File: src/adpc_cfg.svh
`ifndef ADPC_CFG_SVH
`define ADPC_CFG_SVH
// Overview of operation
// RULE_01: full-on to or from light low-power completes within 100 ms, no sample loss.
// RULE_02: full-on to or from deep low-power completes within 100 ms, samples may drop.
// RULE_03: off state powers everything down except the command listener and indicator.
// RULE_04: resume from either low-power state within 100 ms; power-up from off unbounded.
// RULE_05: full-on, deep and off always exist; light low-power is optional.
// RULE_06: light state keeps full context; deep state needs software save and restore.
// RULE_07: off goes to full-on on open from closed, or resume when paused.
// RULE_08: pause in full-on enters light if supported, otherwise deep.
// RULE_09: resume in either low-power state returns to full-on.
// RULE_10: close from full-on enters deep state and starts the inactivity timer.
// RULE_11: inactivity timer expiry in deep state moves to off.
// RULE_12: power-down in full-on during background recording goes straight to off.
// RULE_13: power-down in full-on is refused unless background recording.
// RULE_14: power-down while paused in low-power saves audio state, then goes off.
// RULE_15: pause only playback, foreground recording or duplex; never background recording.
// RULE_16: resume from pause within 100 ms without losing samples.
// RULE_17: background recording yields to foreground recording or playback.
// RULE_18: device may raise a wake event, for example on an alarm.
// RULE_19: policy owner should use an inactivity timeout against rapid open and close.
// RULE_20: power state is a two-bit code 0 to 3; inactivity timeout is a parameter.
////////////////////////////////////////////////////////////////////////////////
`define ADPC_CLK_HZ      50000000
`define ADPC_LAT_MAX_MS  100
`define ADPC_LAT_MAX_CYC (`ADPC_LAT_MAX_MS * (`ADPC_CLK_HZ / 1000))
`define ADPC_INACT_MS    1000
`define ADPC_INACT_CYC   (`ADPC_INACT_MS * (`ADPC_CLK_HZ / 1000))
`define ADPC_RST_PWR     2'h3
`define ADPC_RST_FSM     2'h0
`define ADPC_RST_FLAG    1'h0
`endif

File: src/adpc_pkg.sv
`default_nettype none
package adpc_pkg;
    typedef enum logic [1:0] {
        ADPC_PW_FULL  = 2'b00,
        ADPC_PW_LIGHT = 2'b01,
        ADPC_PW_DEEP  = 2'b10,
        ADPC_PW_OFF   = 2'b11
    } adpc_pwr_t;
    typedef enum logic [1:0] {
        ADPC_FS_STABLE = 2'b00,
        ADPC_FS_MOVE   = 2'b01,
        ADPC_FS_SAVE   = 2'b10
    } adpc_fsm_t;
endpackage
`default_nettype wire

File: src/adpc_sync.sv
`include "adpc_cfg.svh"
`default_nettype none
module adpc_sync #(
    parameter int WIDTH = 1
) (
    input  wire logic             clock_i,
    input  wire logic             sys_rst_i,
    input  wire logic             clk_en_i,
    input  wire logic [WIDTH-1:0] async_i,
    output wire logic [WIDTH-1:0] sync_o
);
    for (genvar b = 0; b < WIDTH; b++) begin : g_bit
        logic s1;
        logic s2;
        logic s3;
        logic lvl;
        logic next_lvl;
        // level moves only once stages two and three agree
        always_comb begin
            next_lvl = lvl;
            if (s2 == s3) begin
                next_lvl = s2;
            end
        end
        always_ff @(posedge clock_i) begin
            if (sys_rst_i) begin
                s1  <= `ADPC_RST_FLAG;
                s2  <= `ADPC_RST_FLAG;
                s3  <= `ADPC_RST_FLAG;
                lvl <= `ADPC_RST_FLAG;
            end else if (clk_en_i) begin
                s1  <= async_i[b];
                s2  <= s1;
                s3  <= s2;
                lvl <= next_lvl;
            end
        end
        assign sync_o[b] = lvl;
    end
endmodule
`default_nettype wire

File: src/adpc_timer.sv
`include "adpc_cfg.svh"
`default_nettype none
module adpc_timer #(
    parameter int unsigned CYC = 16
) (
    input  wire logic clock_i,
    input  wire logic sys_rst_i,
    input  wire logic clk_en_i,
    input  wire logic start_i,
    input  wire logic stop_i,
    output logic      running_o,
    output logic      expired_o
);
    localparam int W = $clog2(CYC + 1);
    logic [W-1:0] count;
    logic [W-1:0] next_count;
    logic         next_run;
    logic         next_exp;
    // start reloads, stop abandons, expiry is a one-cycle pulse
    always_comb begin
        next_count = count;
        next_run   = running_o;
        next_exp   = 1'b0;
        if (start_i) begin
            next_count = W'(CYC);
            next_run   = 1'b1;
        end else if (stop_i) begin
            next_run   = 1'b0;
        end else if (running_o) begin
            next_count = count - W'(1);
            if (count <= W'(1)) begin
                next_run = 1'b0;
                next_exp = 1'b1;
            end
        end
    end
    always_ff @(posedge clock_i) begin
        if (sys_rst_i) begin
            count     <= '0;
            running_o <= `ADPC_RST_FLAG;
            expired_o <= `ADPC_RST_FLAG;
        end else if (clk_en_i) begin
            count     <= next_count;
            running_o <= next_run;
            expired_o <= next_exp;
        end
    end
endmodule
`default_nettype wire

File: src/adpc_ctrl.sv
`include "adpc_cfg.svh"
`default_nettype none
module adpc_ctrl import adpc_pkg::*; #(
    parameter bit          D1_CAP      = 1'b1,
    parameter int unsigned LAT_MAX_CYC = `ADPC_LAT_MAX_CYC,
    parameter int unsigned INACT_CYC   = `ADPC_INACT_CYC
) (
    input  wire logic       clock_i,
    input  wire logic       sys_rst_i,
    input  wire logic       clk_en_i,
    input  wire logic       cmd_open_i,
    input  wire logic       cmd_close_i,
    input  wire logic       cmd_pause_i,
    input  wire logic       cmd_resume_i,
    input  wire logic       cmd_pwr_down_i,
    input  wire logic       play_req_i,
    input  wire logic       rec_fg_req_i,
    input  wire logic       rec_bg_req_i,
    input  wire logic       ctx_save_ack_i,
    input  wire logic [1:0] rail_lvl_i,
    input  wire logic       alarm_i,
    input  wire logic       wake_en_i,
    output logic [1:0]      pwr_state_o,
    output logic [1:0]      pwr_req_o,
    output logic            busy_o,
    output logic            power_off_o,
    output logic            ctx_retain_o,
    output logic            ctx_lost_o,
    output logic            sample_drop_ok_o,
    output logic            ctx_save_req_o,
    output logic            open_o,
    output logic            paused_o,
    output logic            play_en_o,
    output logic            rec_fg_en_o,
    output logic            rec_bg_en_o,
    output logic            duplex_o,
    output logic            cmd_ack_o,
    output logic            cmd_reject_o,
    output logic            lat_fault_o,
    output logic            inact_run_o,
    output logic            wake_o
);
    ////////////////////////////////////////////////////////////////////////////
    adpc_fsm_t   fsm;
    adpc_fsm_t   next_fsm;
    adpc_pwr_t   cur;
    adpc_pwr_t   next_cur;
    adpc_pwr_t   tgt;
    adpc_pwr_t   next_tgt;
    adpc_pwr_t   go_to;
    logic        go_en;
    logic        bounded;
    logic        next_bounded;
    logic        next_open;
    logic        next_paused;
    logic        next_ack;
    logic        next_rej;
    logic        next_fault;
    logic        inact_start;
    logic        inact_exp;
    logic        inact_pend;
    logic        next_pend;
    logic        pend_eff;
    logic        lat_exp;
    logic        move_done;
    logic        any_cmd;
    logic        bg_live;
    logic        granted;
    logic        next_play;
    logic        next_fg;
    logic        next_bg;
    logic [1:0]  rail_lvl;
    logic [1:0]  rail_lvl_n;
    logic        alarm;
    logic        alarm_d;
    logic        next_wake;
    logic [31:0] move_age;

    ////////////////////////////////////////////////////////////////////////////
    adpc_sync #(
        .WIDTH (3)
    ) u_sync (
        .clock_i   (clock_i),
        .sys_rst_i (sys_rst_i),
        .clk_en_i  (clk_en_i),
        .async_i   ({alarm_i, ~rail_lvl_i}),
        .sync_o    ({alarm, rail_lvl_n})
    );
    // rail travels inverted so the cleared sync reads off
    assign rail_lvl = ~rail_lvl_n;

    adpc_timer #(
        .CYC (INACT_CYC)
    ) u_inact (
        .clock_i   (clock_i),
        .sys_rst_i (sys_rst_i),
        .clk_en_i  (clk_en_i),
        .start_i   (inact_start),
        .stop_i    (go_en && !inact_start),
        .running_o (inact_run_o),
        .expired_o (inact_exp)
    );

    adpc_timer #(
        .CYC (LAT_MAX_CYC)
    ) u_lat (
        .clock_i   (clock_i),
        .sys_rst_i (sys_rst_i),
        .clk_en_i  (clk_en_i),
        .start_i   (go_en && next_bounded),
        .stop_i    (move_done),
        .running_o (),
        .expired_o (lat_exp)
    );

    ////////////////////////////////////////////////////////////////////////////
    // power state machine
    assign any_cmd  = cmd_open_i | cmd_close_i | cmd_pause_i | cmd_resume_i | cmd_pwr_down_i;
    assign bg_live  = rec_bg_en_o && !play_en_o && !rec_fg_en_o;
    assign pend_eff = inact_pend || inact_exp;

    always_comb begin
        next_fsm     = fsm;
        next_cur     = cur;
        next_tgt     = tgt;
        next_open    = open_o;
        next_paused  = paused_o;
        next_bounded = bounded;
        next_ack     = 1'b0;
        next_rej     = 1'b0;
        next_fault   = 1'b0;
        inact_start  = 1'b0;
        move_done    = 1'b0;
        go_en        = 1'b0;
        go_to        = cur;
        unique case (fsm)
            ADPC_FS_STABLE: begin
                if (cmd_pwr_down_i) begin
                    if (cur == ADPC_PW_FULL) begin
                        if (bg_live) begin
                            go_en    = 1'b1; // RULE_12
                            go_to    = ADPC_PW_OFF;
                            next_open = 1'b0;
                            next_ack = 1'b1;
                        end else begin
                            next_rej = 1'b1; // RULE_13
                        end
                    end else if (paused_o && cur != ADPC_PW_OFF) begin
                        next_fsm = ADPC_FS_SAVE; // RULE_14
                        next_ack = 1'b1;
                    end else if (cur == ADPC_PW_DEEP) begin
                        go_en    = 1'b1;
                        go_to    = ADPC_PW_OFF;
                        next_ack = 1'b1;
                    end else begin
                        next_rej = 1'b1;
                    end
                end else if (cmd_close_i) begin
                    if (cur == ADPC_PW_FULL && open_o && !paused_o) begin
                        go_en       = 1'b1; // RULE_10
                        go_to       = ADPC_PW_DEEP;
                        next_open   = 1'b0;
                        inact_start = 1'b1;
                        next_ack    = 1'b1;
                    end else begin
                        next_rej = 1'b1;
                    end
                end else if (cmd_pause_i) begin
                    if (cur == ADPC_PW_FULL && !paused_o && (play_en_o || rec_fg_en_o)) begin
                        go_en       = 1'b1; // RULE_15
                        go_to       = D1_CAP ? ADPC_PW_LIGHT : ADPC_PW_DEEP; // RULE_08 RULE_05
                        next_paused = 1'b1;
                        next_ack    = 1'b1;
                    end else begin
                        next_rej = 1'b1;
                    end
                end else if (cmd_resume_i) begin
                    if (paused_o && cur != ADPC_PW_FULL) begin
                        go_en       = 1'b1; // RULE_09 RULE_07
                        go_to       = ADPC_PW_FULL;
                        next_paused = 1'b0;
                        next_ack    = 1'b1;
                    end else begin
                        next_rej = 1'b1;
                    end
                end else if (cmd_open_i) begin
                    if (!open_o && !paused_o && (cur == ADPC_PW_OFF || cur == ADPC_PW_DEEP)) begin
                        go_en     = 1'b1; // RULE_07
                        go_to     = ADPC_PW_FULL;
                        next_open = 1'b1;
                        next_ack  = 1'b1;
                    end else begin
                        next_rej = 1'b1;
                    end
                end else if (pend_eff && cur == ADPC_PW_DEEP && !open_o && !paused_o) begin
                    go_en = 1'b1; // RULE_11
                    go_to = ADPC_PW_OFF;
                end
            end
            ADPC_FS_SAVE: begin
                next_rej = any_cmd;
                if (ctx_save_ack_i) begin
                    go_en = 1'b1; // RULE_14
                    go_to = ADPC_PW_OFF;
                end
            end
            ADPC_FS_MOVE: begin
                next_rej = any_cmd;
                if (rail_lvl == tgt) begin
                    move_done = 1'b1;
                end else if (lat_exp && bounded) begin
                    move_done  = 1'b1; // RULE_01 RULE_02 RULE_16
                    next_fault = 1'b1;
                end
                if (move_done) begin
                    next_cur = tgt;
                    next_fsm = ADPC_FS_STABLE;
                end
            end
            default: begin
                next_fsm = ADPC_FS_STABLE;
            end
        endcase
        if (go_en) begin
            next_fsm     = ADPC_FS_MOVE;
            next_tgt     = go_to;
            next_bounded = (go_to != ADPC_PW_OFF) && (cur != ADPC_PW_OFF); // RULE_04
        end
    end

    // expiry while still moving is held until it can act
    always_comb begin
        next_pend = inact_pend;
        if (go_en) begin
            next_pend = 1'b0;
        end
        if (inact_exp && !(go_en && go_to == ADPC_PW_OFF)) begin
            next_pend = 1'b1;
        end
    end

    always_ff @(posedge clock_i) begin
        if (sys_rst_i) begin
            fsm          <= adpc_fsm_t'(`ADPC_RST_FSM);
            cur          <= adpc_pwr_t'(`ADPC_RST_PWR);
            tgt          <= adpc_pwr_t'(`ADPC_RST_PWR);
            bounded      <= `ADPC_RST_FLAG;
            open_o       <= `ADPC_RST_FLAG;
            paused_o     <= `ADPC_RST_FLAG;
            cmd_ack_o    <= `ADPC_RST_FLAG;
            cmd_reject_o <= `ADPC_RST_FLAG;
            lat_fault_o  <= `ADPC_RST_FLAG;
            inact_pend   <= `ADPC_RST_FLAG;
        end else if (clk_en_i) begin
            fsm          <= next_fsm;
            cur          <= next_cur;
            tgt          <= next_tgt;
            bounded      <= next_bounded;
            open_o       <= next_open;
            paused_o     <= next_paused;
            cmd_ack_o    <= next_ack;
            cmd_reject_o <= next_rej;
            lat_fault_o  <= next_fault;
            inact_pend   <= next_pend;
        end
    end

    ////////////////////////////////////////////////////////////////////////////
    // stream grants and wake
    assign granted = open_o && !paused_o && cur == ADPC_PW_FULL && fsm == ADPC_FS_STABLE;

    always_comb begin
        next_play = granted && play_req_i;
        next_fg   = granted && rec_fg_req_i;
        next_bg   = granted && rec_bg_req_i && !play_req_i && !rec_fg_req_i; // RULE_17
        next_wake = alarm && !alarm_d && wake_en_i && cur != ADPC_PW_FULL; // RULE_18
    end

    always_ff @(posedge clock_i) begin
        if (sys_rst_i) begin
            play_en_o   <= `ADPC_RST_FLAG;
            rec_fg_en_o <= `ADPC_RST_FLAG;
            rec_bg_en_o <= `ADPC_RST_FLAG;
            alarm_d     <= `ADPC_RST_FLAG;
            wake_o      <= `ADPC_RST_FLAG;
        end else if (clk_en_i) begin
            play_en_o   <= next_play;
            rec_fg_en_o <= next_fg;
            rec_bg_en_o <= next_bg;
            alarm_d     <= alarm;
            wake_o      <= next_wake;
        end
    end

    ////////////////////////////////////////////////////////////////////////////
    // status decodes
    assign pwr_state_o      = cur; // RULE_20
    assign pwr_req_o        = tgt;
    assign busy_o           = fsm != ADPC_FS_STABLE;
    assign power_off_o      = cur == ADPC_PW_OFF; // RULE_03
    assign ctx_retain_o     = cur == ADPC_PW_LIGHT; // RULE_06
    assign ctx_lost_o       = cur == ADPC_PW_DEEP || cur == ADPC_PW_OFF; // RULE_06
    assign sample_drop_ok_o = cur == ADPC_PW_DEEP || tgt == ADPC_PW_DEEP; // RULE_02
    assign ctx_save_req_o   = fsm == ADPC_FS_SAVE;
    assign duplex_o         = play_en_o && rec_fg_en_o;

    ////////////////////////////////////////////////////////////////////////////
    // checks
    always_ff @(posedge clock_i) begin
        if (sys_rst_i || (clk_en_i && go_en)) begin
            move_age <= '0;
        end else if (clk_en_i && fsm == ADPC_FS_MOVE && move_age != 32'hffffffff) begin
            move_age <= move_age + 32'h1;
        end
    end
endmodule
`default_nettype wire

File: config.mk
export PLATFORM = sky130hd
export DESIGN_NAME = adpc_ctrl
export DESIGN_NICKNAME = d
export VERILOG_FILES = /design/src/adpc_pkg.sv /design/src/adpc_sync.sv /design/src/adpc_timer.sv /design/src/adpc_ctrl.sv
export VERILOG_INCLUDE_DIRS = /design/src
export SDC_FILE = /design/constraint.sdc
export NUM_CORES = 1
export LEC_CHECK = 0
export ABC_AREA = 1
export BUFFER_PORTS_ARGS = -buffer_cell sky130_fd_sc_hd__buf_2
export CORE_AREA = 3 3 131 70
export CTS_CLUSTER_SIZE = 8
export DETAILED_ROUTE_END_ITERATION = 6
export DIE_AREA = 0 0 134 73
export PLACE_DENSITY = 0.94
export SYNTH_ARGS = -nofsm -noshare
export SYNTH_HDL_FRONTEND = slang
export SYNTH_SLANG_ARGS = --single-unit
File: constraint.sdc
create_clock -name clock_i -period 4.82 [get_ports clock_i]
set_clock_uncertainty 0.1 [all_clocks]
set_input_delay 0.241 -clock clock_i [delete_from_list [all_inputs] [get_ports clock_i]]
set_output_delay 0.241 -clock clock_i [all_outputs]
set_load 0.1 [all_outputs]
==> impl_metrics.tcl <==
set metrics [dict create \
    coreArea_um2 7970 \
    startpoint "fsm[0]$_SDFFE_PP0P_" \
    setup-tns-final_ns 0 \
    avgSynthCellArea_um2 6.33 \
    worst_slew_pin_slew_ns 0.985 \
    yosys.area.top_type_share_pct 32.1 \
    cts_made_buffers 9 \
    yosysSeqAreaShare_pct 32.1 \
    setup_violations 0 \
    initial_core_util_pct 64.9 \
    path_class "register to register" \
    synth.most_common_cell "nand2_1" \
    drive_above_1_share_pct 10.5 \
    ant_nets 0 \
    worstReg2RegEnd "u_inact.count[16]$_SDFFE_PP0P_" \
    clockBufferDepth 2 \
    first_pass_iters 6 \
    ys_ff_latch 83 \
    cp_max_fo 28 \
    drv_cap 0 \
    crit-reg2reg-launch "fsm[0]$_SDFFE_PP0P_" \
    rsz0062_at_grt "no" \
    post_cts_buffers 0 \
    nNetsFinal 864 \
    netlist_instances 817 \
    hold_violations 0 \
    start_kind "register" \
    instances_no_fill 957 \
    slowest_stage "dfxtp_1" \
    outcome "complete, no violations" \
    path_buf_inv 4 \
    synth_edf_count 0 \
    cpMostUsedCell "a21oi_1" \
    crit_required_ns 4.91 \
    cts-root-buf "clkbuf_16" \
    grt_use_total_pct 27.4 \
    hp-class "primary input to register" \
    p_leak_nw 2.85 \
    async_flop_share_pct 0 \
    die_h_um 73 \
    synth_area_leaders "dfxtp_1 (32%), nand2_1 (15%), nor2_1 (8.0%), a21oi_1 (7.6%), inv_1 (6.8%)" \
    routabilityCongestion 0.983 \
    fin_crit_ns 2.78 \
    synthesis.area_um2 5170 \
    die_x_um 134 \
    clock_sinks 83 \
    hpwl_um 8580 \
    synth_ff_type "dfxtp_1" \
    arrival_ns 2.88 \
    cts.clk_slew.worst_paths_ns 0.07 \
    wl_um 13000 \
    io_buffers 36 \
    synthToLayoutAreaGrowth_pct 9.92 \
    place_inst 939 \
    grt_pass1_wl_um 22300 \
    cts_tree "yes" \
    power.density_nw_per_um2 339 \
    r2r_slack_ns 2.04 \
    cp_top_family "simple AND/OR/NAND/NOR gates" \
    netlist-cell-type-count 43 \
    antenna_found_initial 0 \
    drc 0 \
    hp-start "alarm_i" \
    clock_latency_ns 0.34 \
    total_power_mw 1.92 \
    synth_area_leader_cell "dfxtp_1" \
    worstSetupEndpoint "u_inact.count[16]$_SDFFE_PP0P_" \
    grt_overflow 0 \
    num_io_pins 37 \
    crit_path_end_kind "register" \
    slew-limit-headroom_pct 34.2 \
    h-tree-depth 3 \
    dieArea_um2 9780 \
    vias 5395 \
    fin_crit_sh_pct 57.8 \
    critPathMaxStageDelay_ns 0.40 \
    insertedDiodeCount 0 \
    via_per_inst 5.64 \
    ys_top_cells_by_count "nand2_1 (213), nor2_1 (110), inv_1 (93)" \
    peakVddDrop_mv 0.213 \
    slew_viol_final 0 \
    fp-row-count 23 \
    post_drt_wl_per_cell_um 13.5 \
    reg2regPathDepth 12 \
    synth.net_count 841 \
    crit_chain "inv_1 > ha_1 > inv_1 > a21oi_1 > nand2_1 > clkinv_1 > a21oi_1 > nand3_2 > nand2_4 > inv_2 > nand2_1 > a21oi_1" \
    drt-initial-drc-count 670 \
    cp.depth 12 \
    grt_max_degree 68 \
    grt_pass1_vias 4862 \
    max_freq_mhz 359 \
    yosysWarnings 0 \
]
==> power breakdown <==
group	internal (mW)	leakage [nW]	switching, mW
Clock	0.420	0.146	0.296
Sequential	0.705	0.671	0.0199
Combinational	0.134	2.04	0.349
Total	1.26	2.85	0.665
==> registers in the layout (all words and copies together), names as in the netlist, 2 cells and up <==
| signal | cells |
|---|---|
| u_sync.g_bit.lvl | 3 |
| u_sync.g_bit.s1 | 3 |
| u_sync.g_bit.s3 | 3 |
| pwr_state_o | 2 |
| pwr_req_o | 2 |
| u_sync.g_bit.s2 | 3 |
| u_inact.count | 26 |
| fsm | 2 |
| u_lat.count | 23 |
==> how the worst min path moves through the flow <==
stage	slack, ns	endpoint	depth (start not counted)
2_1_floorplan	0.23	u_sync.g_bit[0].s1$_SDFFE_PP0P_	1
3_3_place_gp	0.32	u_sync.g_bit[1].s1$_SDFFE_PP0P_	2
3_5_place_dp	0.32	u_sync.g_bit[0].s1$_SDFFE_PP0P_	2
4_1_cts	0.04	u_sync.g_bit[2].s1$_SDFFE_PP0P_	3
5_1_grt	0.06	u_sync.g_bit[2].s1$_SDFFE_PP0P_	3
6_report	0.05	u_sync.g_bit[2].s1$_SDFFE_PP0P_	3
==> placed cells by master (no fill, tap or decap), drive strengths merged, types with 2 or more instances in the layout <==
cell and count:
a21oi 78, buf 38, clkbuf 10, clkinv 2
clkinvlp 2, dfxtp 83, dlygate4sd3 2, ha 8
inv 100, nand2 222, nand3 70, nand3b 4
nand4 9, nor2 114, nor3 9, nor4 9
o211ai 5, o21ai 23, o22ai 2, o31ai 3
or2 11, xnor2 15, xor2 15
==> logic make-up (layout without fill, tap and decap cells) <==
kind of cell / count (synthesis) / count (layout) / synth area share [%]
fa+ha+maj: 8 / 8 / 1.94
simple gates: 450 / 450 / 38.1
compound gates: 119 / 119 / 12.5
xor+xnor: 30 / 30 / 5.08
flops: 83 / 83 / 32.1
buf+inv: 127 / 155 / 10.2
==> worst min-delay path: stages <==
cell    delay, ns
buf_2        0.08
nor2_1       0.04
nor2_1       0.10
==> per-layer routing <==
metal / routed length, µm / global-route usage, % / part of all wire, %
met5: 0 / 0 / 0
met4: 402 / 9.92 / 3.1
met3: 947 / 6.13 / 7.3
met2: 5890 / 45.2 / 45
met1: 5720 / 35.8 / 44
==> final cells by class <==
| class | instances | area, µm² |
|---|---|---|
| inverter | 99 | 374 |
| timing repair buffer | 40 | 215 |
| fill | 634 | 2290 |
| sequential | 83 | 1660 |
| clock inverter | 6 | 71.3 |
| clock buffer | 10 | 239 |
| tap | 112 | 140 |
| multi-input combinational | 607 | 2980 |
==> repair_timing <==
item / CTS / global route
endpoints found under the setup margin: 0 / 0
hold buffers: 2 / 0
endpoints found under the hold margin: 2 / 0
resized for setup: 0 / 0
==> through the flow <==
step | instance area [µm²] | worst slack, ns | util [%] | hold WS (ns)
CTS | 5680 | 2.12 | 71.3 | 0.0439
floorplan | 5170 | 1.06 | - | 0.234
finish | 5680 | 2.04 | 71.3 | 0.0516
detailed placement | 5350 | 2.17 | 67.1 | 0.325
global placement | 5350 | 2.30 | 67.1 | 0.319
global route | 5680 | 1.84 | 71.3 | 0.0618
Note: power is estimated with default switching activity, not from simulation.
